`src/ila_cfg.svh`:
```
// constants for the interrupt latch and arbitration block
`ifndef ILA_CFG_SVH
`define ILA_CFG_SVH

// ****************************************
// source count and condition code layout
// ****************************************
`define ILA_NUM_SRC 6
`define ILA_CODE_W 3
`define ILA_CCR_I_BIT 3
`define ILA_RESET_I_MASK 1'b1

// ****************************************
// vector high-byte addresses, priority order
// ****************************************
`define ILA_VEC_IRQ 16'hFFFA
`define ILA_VEC_CH0 16'hFFF6
`define ILA_VEC_CH1 16'hFFF4
`define ILA_VEC_TOF 16'hFFF2
`define ILA_VEC_KBI 16'hFFE0
`define ILA_VEC_ADC 16'hFFDE

// ****************************************
// stack frame
// ****************************************
`define ILA_FRAME_BYTES 3'h5
`define ILA_LAST_STEP 3'h4

`endif

```
`src/ila_pkg.sv`:
```
// types and shared functions of the interrupt latch and arbitration block
`include "ila_cfg.svh"

package ila_pkg;

	typedef logic [`ILA_CODE_W-1:0] ila_code_t;

	typedef enum logic [2:0] {
		ST_RUN,
		ST_PUSH,
		ST_VEC_H,
		ST_VEC_L,
		ST_LOAD,
		ST_POP,
		ST_RESUME
	} ila_state_e;

	// lowest set index wins; index 0 is the highest priority source
	function automatic ila_code_t ilaPriCode(input logic [`ILA_NUM_SRC-1:0] pend);
		ila_code_t code;
		code = '0;
		for (int i = `ILA_NUM_SRC - 1; i >= 0; i--) begin
			if (pend[i]) begin
				code = ila_code_t'(i);
			end
		end
		return code;
	endfunction

	// code to vector high-byte address
	function automatic logic [15:0] ilaVecAddr(input ila_code_t code);
		logic [15:0] addr;
		addr = `ILA_VEC_ADC;
		unique case (code)
			3'h0: addr = `ILA_VEC_IRQ;
			3'h1: addr = `ILA_VEC_CH0;
			3'h2: addr = `ILA_VEC_CH1;
			3'h3: addr = `ILA_VEC_TOF;
			3'h4: addr = `ILA_VEC_KBI;
			default: addr = `ILA_VEC_ADC;
		endcase
		return addr;
	endfunction

endpackage

```
`src/ila_arb_if.sv`:
```
// carrier between the entry sequencer and the request latch
`timescale 1ns/10ps
`include "ila_cfg.svh"
interface ila_arb_if;
	import ila_pkg::*;

	logic capture;
	logic drop;
	logic [`ILA_NUM_SRC-1:0] eligible;
	logic latched;
	ila_code_t code;

	modport sequencer (output capture, output drop, output eligible, input latched,
		input code);
	modport arbiter (input capture, input drop, input eligible, output latched,
		output code);
endinterface

```
`src/ila_latch_arbiter.sv`:
```
// request latch with fixed-priority arbitration
`timescale 1ns/10ps
`include "ila_cfg.svh"
module ila_latch_arbiter
	import ila_pkg::*;
(
	input wire logic clock,
	input wire logic rst_n,
	ila_arb_if.arbiter arb
);

	logic [`ILA_NUM_SRC-1:0] pend_q;
	logic latched_q;
	ila_code_t code_q;

	// ****************************************
	// latch and arbitrate
	// ****************************************
	// latch at capture only
	always_ff @(posedge clock or negedge rst_n) begin
		if (!rst_n) begin
			pend_q <= '0;
			latched_q <= 1'b0;
			code_q <= '0;
		end else if (arb.drop) begin
			pend_q <= '0;
			latched_q <= 1'b0;
		end else if (arb.capture && !latched_q && |arb.eligible) begin
			pend_q <= arb.eligible;
			latched_q <= 1'b1;
			code_q <= ilaPriCode(arb.eligible);
		end
	end

	assign arb.latched = latched_q;
	assign arb.code = code_q;

	// ****************************************
	// checks
	// ****************************************
	latch_frozen_a: assert property (@(posedge clock) disable iff (!rst_n)
		latched_q && !arb.drop |=> $stable(code_q) && latched_q)
		else $error("latched code displaced before release");
	pick_highest_a: assert property (@(posedge clock) disable iff (!rst_n)
		$rose(latched_q) |-> pend_q[code_q] && ((pend_q & ((6'h01 << code_q) - 6'h01)) == '0))
		else $error("arbitration did not pick highest priority");

endmodule // ila_latch_arbiter

```
`src/ila_int_sequencer.sv`:
```
// interrupt entry and return sequencer of the system integration unit
// ****************************************
// Overview of operation
// - Requests latched and arbitrated only when interrupt processing starts.
// - Arbitration result given to the core as a code selecting vector pair.
// - A latched interrupt stays until serviced or global mask cleared.
// - Entry pushes CPU registers onto the stack before vector fetch.
// - Entry sets the global interrupt mask bit.
// - Return instruction pops saved registers and resumes interrupted flow.
// - Requests examined only after the current instruction completes.
// - Service only with mask clear and source enable set.
// - Highest fixed priority pending request is serviced first.
// - High index byte is never stacked on entry.
// ****************************************
`timescale 1ns/10ps
`include "ila_cfg.svh"
module ila_int_sequencer
	import ila_pkg::*;
(
	input wire logic clock,
	input wire logic rst_n,
	input wire logic [`ILA_NUM_SRC-1:0] irqReq,
	input wire logic [`ILA_NUM_SRC-1:0] irqEn,
	input wire logic instrDone,
	input wire logic rtiExec,
	input wire logic maskWrite,
	input wire logic maskValue,
	input wire logic [15:0] pcIn,
	input wire logic [15:0] spIn,
	input wire logic [7:0] accIn,
	input wire logic [7:0] xIn,
	input wire logic [7:0] ccrIn,
	input wire logic [7:0] memRdData,
	output logic [15:0] memAddr,
	output logic [7:0] memWrData,
	output logic memWr,
	output logic memRd,
	output logic cpuHold,
	output logic iMask,
	output ila_code_t vecCode,
	output logic vecValid,
	output logic pcLoad,
	output logic [15:0] pcOut,
	output logic ctxLoad,
	output logic [15:0] spOut,
	output logic [7:0] accOut,
	output logic [7:0] xOut,
	output logic [7:0] ccrOut
);

	ila_arb_if arb ();

	ila_latch_arbiter u_arb (
		.clock(clock),
		.rst_n(rst_n),
		.arb(arb.arbiter)
	);

	ila_state_e state_q;
	logic [2:0] step_q;
	logic [15:0] sp_q;
	logic [15:0] addr_q;
	logic [7:0] wdata_q;
	logic wr_q;
	logic rd_q;
	logic iMask_q;
	logic [7:0] pcHi_q;
	logic pcLoad_q;
	logic ctxLoad_q;
	logic [15:0] pc_q;
	logic [7:0] acc_q;
	logic [7:0] x_q;
	logic [7:0] ccr_q;
	logic [7:0] stackByte;
	logic takeIrq;

	// ****************************************
	// recognition
	// ****************************************
	// mask and enable gate requests
	assign arb.eligible = (iMask_q || maskWrite) ? '0 : (irqReq & irqEn);
	assign arb.capture = instrDone && (state_q == ST_RUN);
	assign takeIrq = arb.latched && (state_q == ST_RUN);
	// serviced, or mask cleared by software
	assign arb.drop = (state_q == ST_LOAD) || (maskWrite && !maskValue && state_q == ST_RUN);

	// frame holds PC, X, A, CCR only
	always_comb begin
		stackByte = ccrIn;
		unique case (step_q)
			3'h0: stackByte = pcIn[7:0];
			3'h1: stackByte = pcIn[15:8];
			3'h2: stackByte = xIn;
			3'h3: stackByte = accIn;
			default: stackByte = ccrIn;
		endcase
	end

	// ****************************************
	// sequence state
	// ****************************************
	always_ff @(posedge clock or negedge rst_n) begin
		if (!rst_n) begin
			state_q <= ST_RUN;
			step_q <= 3'h0;
		end else begin
			unique case (state_q)
				ST_RUN: begin
					step_q <= 3'h0;
					if (takeIrq) begin
						state_q <= ST_PUSH;
					end else if (rtiExec) begin
						state_q <= ST_POP;
					end
				end
				ST_PUSH: begin
					step_q <= step_q + 3'h1;
					if (step_q == `ILA_LAST_STEP) begin
						state_q <= ST_VEC_H;
					end
				end
				ST_VEC_H: state_q <= ST_VEC_L;
				ST_VEC_L: state_q <= ST_LOAD;
				ST_LOAD: state_q <= ST_RUN;
				ST_POP: begin
					step_q <= step_q + 3'h1;
					if (step_q == `ILA_FRAME_BYTES) begin
						state_q <= ST_RESUME;
					end
				end
				ST_RESUME: state_q <= ST_RUN;
			endcase
		end
	end

	// ****************************************
	// memory cycles
	// ****************************************
	always_ff @(posedge clock or negedge rst_n) begin
		if (!rst_n) begin
			addr_q <= 16'h0000;
			wdata_q <= 8'h00;
			wr_q <= 1'b0;
			rd_q <= 1'b0;
			sp_q <= 16'h0000;
		end else begin
			wr_q <= 1'b0;
			rd_q <= 1'b0;
			if (takeIrq) begin
				sp_q <= spIn;
			end else if (state_q == ST_RUN && rtiExec) begin
				sp_q <= spIn;
			end
			if (state_q == ST_PUSH) begin
				addr_q <= sp_q - {13'h0000, step_q};
				wdata_q <= stackByte;
				wr_q <= 1'b1;
			end else if (state_q == ST_VEC_H) begin
				addr_q <= ilaVecAddr(arb.code);
				rd_q <= 1'b1;
			end else if (state_q == ST_VEC_L) begin
				addr_q <= ilaVecAddr(arb.code) + 16'h0001;
				rd_q <= 1'b1;
			end else if (state_q == ST_POP && step_q < `ILA_FRAME_BYTES) begin
				// pop CCR, A, X, PCH, PCL
				addr_q <= sp_q + {13'h0000, step_q} + 16'h0001;
				rd_q <= 1'b1;
			end
		end
	end

	// ****************************************
	// global mask
	// ****************************************
	always_ff @(posedge clock or negedge rst_n) begin
		if (!rst_n) begin
			iMask_q <= `ILA_RESET_I_MASK;
		end else if (takeIrq) begin
			iMask_q <= 1'b1;
		end else if (state_q == ST_RESUME) begin
			iMask_q <= ccr_q[`ILA_CCR_I_BIT];
		end else if (maskWrite && state_q == ST_RUN) begin
			iMask_q <= maskValue;
		end
	end

	// ****************************************
	// program counter and restored context
	// ****************************************
	always_ff @(posedge clock or negedge rst_n) begin
		if (!rst_n) begin
			pcHi_q <= 8'h00;
			pc_q <= 16'h0000;
			acc_q <= 8'h00;
			x_q <= 8'h00;
			ccr_q <= 8'h00;
			pcLoad_q <= 1'b0;
			ctxLoad_q <= 1'b0;
		end else begin
			pcLoad_q <= 1'b0;
			ctxLoad_q <= 1'b0;
			if (state_q == ST_VEC_L) begin
				pcHi_q <= memRdData;
			end
			if (state_q == ST_LOAD) begin
				pc_q <= {pcHi_q, memRdData};
				pcLoad_q <= 1'b1;
			end
			if (state_q == ST_POP && step_q != 3'h0) begin
				unique case (step_q)
					3'h1: ccr_q <= memRdData;
					3'h2: acc_q <= memRdData;
					3'h3: x_q <= memRdData;
					3'h4: pc_q[15:8] <= memRdData;
					default: pc_q[7:0] <= memRdData;
				endcase
			end
			if (state_q == ST_RESUME) begin
				// hand context back to the core
				ctxLoad_q <= 1'b1;
			end
		end
	end

	// ****************************************
	// outputs
	// ****************************************
	assign memAddr = addr_q;
	assign memWrData = wdata_q;
	assign memWr = wr_q;
	assign memRd = rd_q;
	assign cpuHold = (state_q != ST_RUN) || takeIrq;
	assign iMask = iMask_q;
	assign vecCode = arb.code;
	assign vecValid = arb.latched;
	assign pcLoad = pcLoad_q;
	assign pcOut = pc_q;
	assign ctxLoad = ctxLoad_q;
	assign spOut = ctxLoad_q ? (sp_q + {13'h0000, `ILA_FRAME_BYTES}) :
		(sp_q - {13'h0000, `ILA_FRAME_BYTES});
	assign accOut = acc_q;
	assign xOut = x_q;
	assign ccrOut = ccr_q;

	// ****************************************
	// checks
	// ****************************************
	boundary_only_a: assert property (@(posedge clock) disable iff (!rst_n)
		$rose(arb.latched) |-> $past(instrDone) && $past(state_q) == ST_RUN)
		else $error("request latched away from instruction boundary");
	mask_gate_a: assert property (@(posedge clock) disable iff (!rst_n)
		$rose(arb.latched) |-> !$past(iMask_q) && ($past(irqReq & irqEn) != '0))
		else $error("request taken while masked or disabled");
	entry_mask_a: assert property (@(posedge clock) disable iff (!rst_n)
		takeIrq |=> iMask_q [*5])
		else $error("mask not set during entry");
	push_order_a: assert property (@(posedge clock) disable iff (!rst_n)
		takeIrq |=> ##1 memWr [*5] ##1 !memWr && memRd)
		else $error("five pushes must precede vector read");
	vec_addr_a: assert property (@(posedge clock) disable iff (!rst_n)
		state_q == ST_VEC_L |-> ##1 memRd && memAddr == ilaVecAddr(vecCode) + 16'h0001)
		else $error("vector low byte address wrong");
	vec_load_a: assert property (@(posedge clock) disable iff (!rst_n)
		takeIrq |-> ##9 pcLoad)
		else $error("vector not loaded nine cycles after entry");
	no_high_index_a: assert property (@(posedge clock) disable iff (!rst_n)
		memWr |-> (sp_q - memAddr) <= 16'h0004)
		else $error("entry frame wider than five bytes");
	rti_restore_a: assert property (@(posedge clock) disable iff (!rst_n)
		state_q == ST_RUN && rtiExec && !takeIrq |-> ##8 ctxLoad ##1 iMask_q == ccrOut[3])
		else $error("return did not restore context");
	code_out_a: assert property (@(posedge clock) disable iff (!rst_n)
		pcLoad |-> $past(vecCode, 2) == vecCode)
		else $error("vector code changed during fetch");

	entry_seen_c: cover property (@(posedge clock) disable iff (!rst_n) takeIrq ##9 pcLoad);
	return_seen_c: cover property (@(posedge clock) disable iff (!rst_n) ctxLoad);
	two_pending_c: cover property (@(posedge clock) disable iff (!rst_n)
		arb.capture && $countones(arb.eligible) > 1);

endmodule // ila_int_sequencer

```
`config.mk`:
```
export PLATFORM = sky130hd
export DESIGN_NAME = ila_int_sequencer
export DESIGN_NICKNAME = d
export VERILOG_FILES = /design/src/ila_pkg.sv /design/src/ila_arb_if.sv /design/src/ila_latch_arbiter.sv /design/src/ila_int_sequencer.sv
export VERILOG_INCLUDE_DIRS = /design/src /design/src/src
export SDC_FILE = /design/constraint.sdc
export NUM_CORES = 1
export LEC_CHECK = 0
export BUFFER_PORTS_ARGS = -buffer_cell sky130_fd_sc_hd__buf_2
export CORE_ASPECT_RATIO = 0.8
export CORE_MARGIN = 2
export CORE_UTILIZATION = 57
export CTS_CLUSTER_DIAMETER = 50
export DETAILED_ROUTE_END_ITERATION = 8
export HOLD_SLACK_MARGIN = 0.12
export PLACE_DENSITY = 0.95
export SLEW_MARGIN = 20
export SYNTH_ARGS = -nofsm -noshare
export SYNTH_HDL_FRONTEND = slang
export SYNTH_HIERARCHICAL = 1
export SYNTH_SLANG_ARGS = --single-unit
export TNS_END_PERCENT = 1
```
`constraint.sdc`:
```
create_clock -name clock -period 6.4 [get_ports clock]
set_input_delay 0.64 -clock clock [delete_from_list [all_inputs] [get_ports clock]]
set_output_delay 0.64 -clock clock [all_outputs]
set_load 0.03 [all_outputs]
```
==> flow_summary_export.csv <==
group,metric,value,unit
drt,post-route-drc-count,0,
placement,port_buffers,171,
finish,area_growth,20.7,%
drt,ant_nets,0,
timing,fin_crit_sh,0.565,
grt,grt_overflow,0,
finish,final_area,7280,sq um
power_and_ir_drop,power_density,671,nW/um^2
die,core.rowCount,33,
yosys,synth_area_per_cell,9.89,sq um
clock_network,cts_resized,0,
clock_network,cts.sink_count,103,
critical_path,critical-path-slowest-cell,"dfrtp_1",
clock_network,path_clk_slew,0.08,ns
grt,grt_max_degree,75,
clock_network,hold_buffers,0,
hold_path,hp-class,"in2async",
clock_network,clk-insertion-delay-late,0.35,ns
drt,drtIter0Drc,524,
yosys,ys_ff_latch,103,
die,fp.dieH,96.0,microns
timing,skew,0.0106,ns
yosys,async_flop_share,1.00,
yosys,yosysWarningCount,6,
clock_network,cts_tree,"built",
yosys,synth_enable_flop_cells,0,
finish,multi_input_area,3230,sq um
clock_network,cts.path.max_buffers,2,
die,fp.dieArea,11400,sq um
yosys,synth_cells,610,
critical_path,worst-path-buf-inv,2,
critical_path,crit_family,"compound AO/OA/AOI/OAI gates",
timing,slew_violations,0,
timing,rsz0062_at_grt,"false",
finish,nets,877,
grt,grt_pass1_vias,5592,
drt,drt_wl_total,17.6,mm
run,drv_cap,0,
critical_path,max_stage_delay,0.45,ns
power_and_ir_drop,ir_worst_vdd,0.478,mV
timing,worst_pin_slew,1.10,ns
grt,grt_pass1_wl,27.5,mm
critical_path,r2r-start,"state_q[0]",
finish,drive_gt1_frac,0.329,
critical_path,crit_type,"reg2out",
placement,post-place-ws,3.16,ns
grt,grt_use_total,0.304,
power_and_ir_drop,p_leak,3.32,nW
critical_path,critPathLaunchType,"register",
finish,area.sequential,2580,sq um
drt,vias,5754,
yosys,synth_cell_types,68,
die,pin_count,172,
outcome,status,"completed",
critical_path,cp.arrival,2.97,ns
timing,setup_violations,0,
critical_path,cp_max_fo,13,
die,initial_utilization,0.587,
timing,fin_ws,2.79,ns
critical_path,timing.critical_path.mode_cell,"a21boi_0",
timing,slew_headroom,0.266,
critical_path,crit_path_cell_trace,"inv_1 > ha_1 > and2_1 > a21oi_1 > a21boi_0 > o31ai_1 > a21boi_0 > buf_2",
finish,layout.cells.most_common,"buf_2",
die,core_area,10300,sq um
die,die_w,119,microns
timing,max_freq,277,MHz
timing,finalHoldViolCount,0,
clock_network,clockRootBuffer,"clkbuf_16",
yosys,ys.flop_type,"dfrtp_1",
critical_path,cp-end-kind,"output pin",
critical_path,worstPathRequired,5.76,ns
grt,grt_antenna_before_repair,0,
yosys,syn-num-nets,720,
finish,final_util,0.708,
timing,final.setup.tns,0,ns
drt,wl_per_cell,19.3,microns
timing,period_needed,3.61,ns
placement,dpl-instance-area,6960,sq um
finish,final_cell_mix,"buf_2 (170), dfrtp_1 (102), o21ai_0 (51), mux2_2 (51), nand2_1 (48)",
critical_path,startpoint,"ctxLoad",
drt,dr.pass1.iters,6,
drt,vias_per_cell,6.31,
yosys,yosysSeqAreaShare,0.428,
finish,nFillCells,720,
finish,diodes,0,
placement,globalplace.congestion,0.962,
clock_network,postCtsSetupBuffers,0,
placement,dp_hpwl,13.0,mm
clock_network,cts_max_level,3,
clock_network,cts_buffers,9,
yosys,netlist_area,6030,sq um
==> report_power, final <==
group,switching (W),internal [W]
combinational,0.00193,0.00105
clock,0.000266,0.000317
sequential,0.000347,0.000978
==> cell usage after synthesis, types with 3 or more instances <==
| library cell | number | area share |
|---|---|---|
| nand3_1 | 12 | 0.010 |
| inv_1 | 24 | 0.015 |
| dfrtp_1 | 102 | 0.42 |
| nor2b_1 | 6 | 0.0062 |
| nand2_1 | 48 | 0.030 |
| a222oi_1 | 8 | 0.013 |
| o221ai_1 | 4 | 0.0058 |
| nor3_1 | 22 | 0.018 |
| and3_1 | 12 | 0.012 |
| xor2_1 | 6 | 0.0087 |
| nor2_1 | 42 | 0.026 |
| o31ai_1 | 5 | 0.0062 |
| a21boi_0 | 3 | 0.0037 |
| a21oi_1 | 28 | 0.023 |
| o22ai_1 | 5 | 0.0052 |
| nor4_1 | 5 | 0.0052 |
| o211ai_1 | 3 | 0.0037 |
| nand2b_1 | 5 | 0.0052 |
| clkbuf_1 | 20 | 0.012 |
| or3_1 | 5 | 0.0052 |
| a21o_1 | 5 | 0.0062 |
| mux2_2 | 51 | 0.095 |
| a221oi_1 | 12 | 0.017 |
| fa_1 | 3 | 0.010 |
| ha_1 | 25 | 0.052 |
| o21a_1 | 4 | 0.0050 |
| o2111ai_1 | 7 | 0.010 |
| a31oi_1 | 6 | 0.0062 |
| xnor2_1 | 18 | 0.026 |
| o21ai_0 | 51 | 0.042 |
| mux2i_1 | 9 | 0.015 |
| a211oi_1 | 5 | 0.0062 |
==> state kept, by name, indices dropped and copies added (netlist names) <==
signal and count:
pcOut 16, ccrOut 8, pcHi_q 8, ctxLoad 1
sp_q 16, xOut 8, pcLoad 1, memAddr 16
memWr 1, memRd 1, u_arb/arb.latched 1, u_arb/arb.code 3
iMask 1, state_q 3, step_q 3, accOut 8
memWrData 8
==> layer usage <==
metal,routed length [microns],GRT usage,part of all wire,vias to the layer above
met4,438,0.119,0.025,0
met1,7090,0.388,0.40,2752
met2,8560,0.522,0.49,364
met5,0,0,0,-
met3,1500,0.0551,0.086,60
li1,-,-,-,2578
==> logic make-up after synthesis <==
| logic type | synth area share |
|---|---|
| buffers and inverters | 0.0367 |
| xor gates and xnor gates | 0.0348 |
| muxes | 0.112 |
| AOI/OAI and AO/OA | 0.183 |
| adders and majority gates | 0.0618 |
| and+or+nand+nor | 0.144 |
| DFF | 0.428 |
==> through the flow <==
stage	hold WS [ns]	total power, W	std cells
after floorplan	0.344	0.00341	610
after global placement	0.459	0.00407	896
after detailed placement	0.468	0.00424	896
after CTS	0.232	0.00483	912
after global routing	0.252	0.00517	912
final	0.221	0.00489	912
==> final timing paths <==
| kind | end | slack, ns | cells after the start |
|---|---|---|---|
| worst max-delay path | spOut[7] | 2.79 | 8 |
| max in group asynchronous | pcHi_q[5] | 4.93 | 2 |
| worst max register to register | memAddr[11] | 3.02 | 7 |
| worst min register to register | memWrData[1] | 0.48 | 2 |
| min in group clock | memWrData[1] | 0.48 | 2 |
| worst min-delay path | sp_q[13] | 0.22 | 1 |
==> layout make-up <==
| class | instances | share of cell area |
|---|---|---|
| flip-flops and latches | 103 | 0.354 |
| clock inverters | 7 | 0.0134 |
| repair buffers | 174 | 0.121 |
| well taps | 140 | 0.0241 |
| multi-input cells | 454 | 0.444 |
| inverters | 25 | 0.0129 |
| clock buffers | 9 | 0.0309 |
Power figures use the tool's default switching activity.
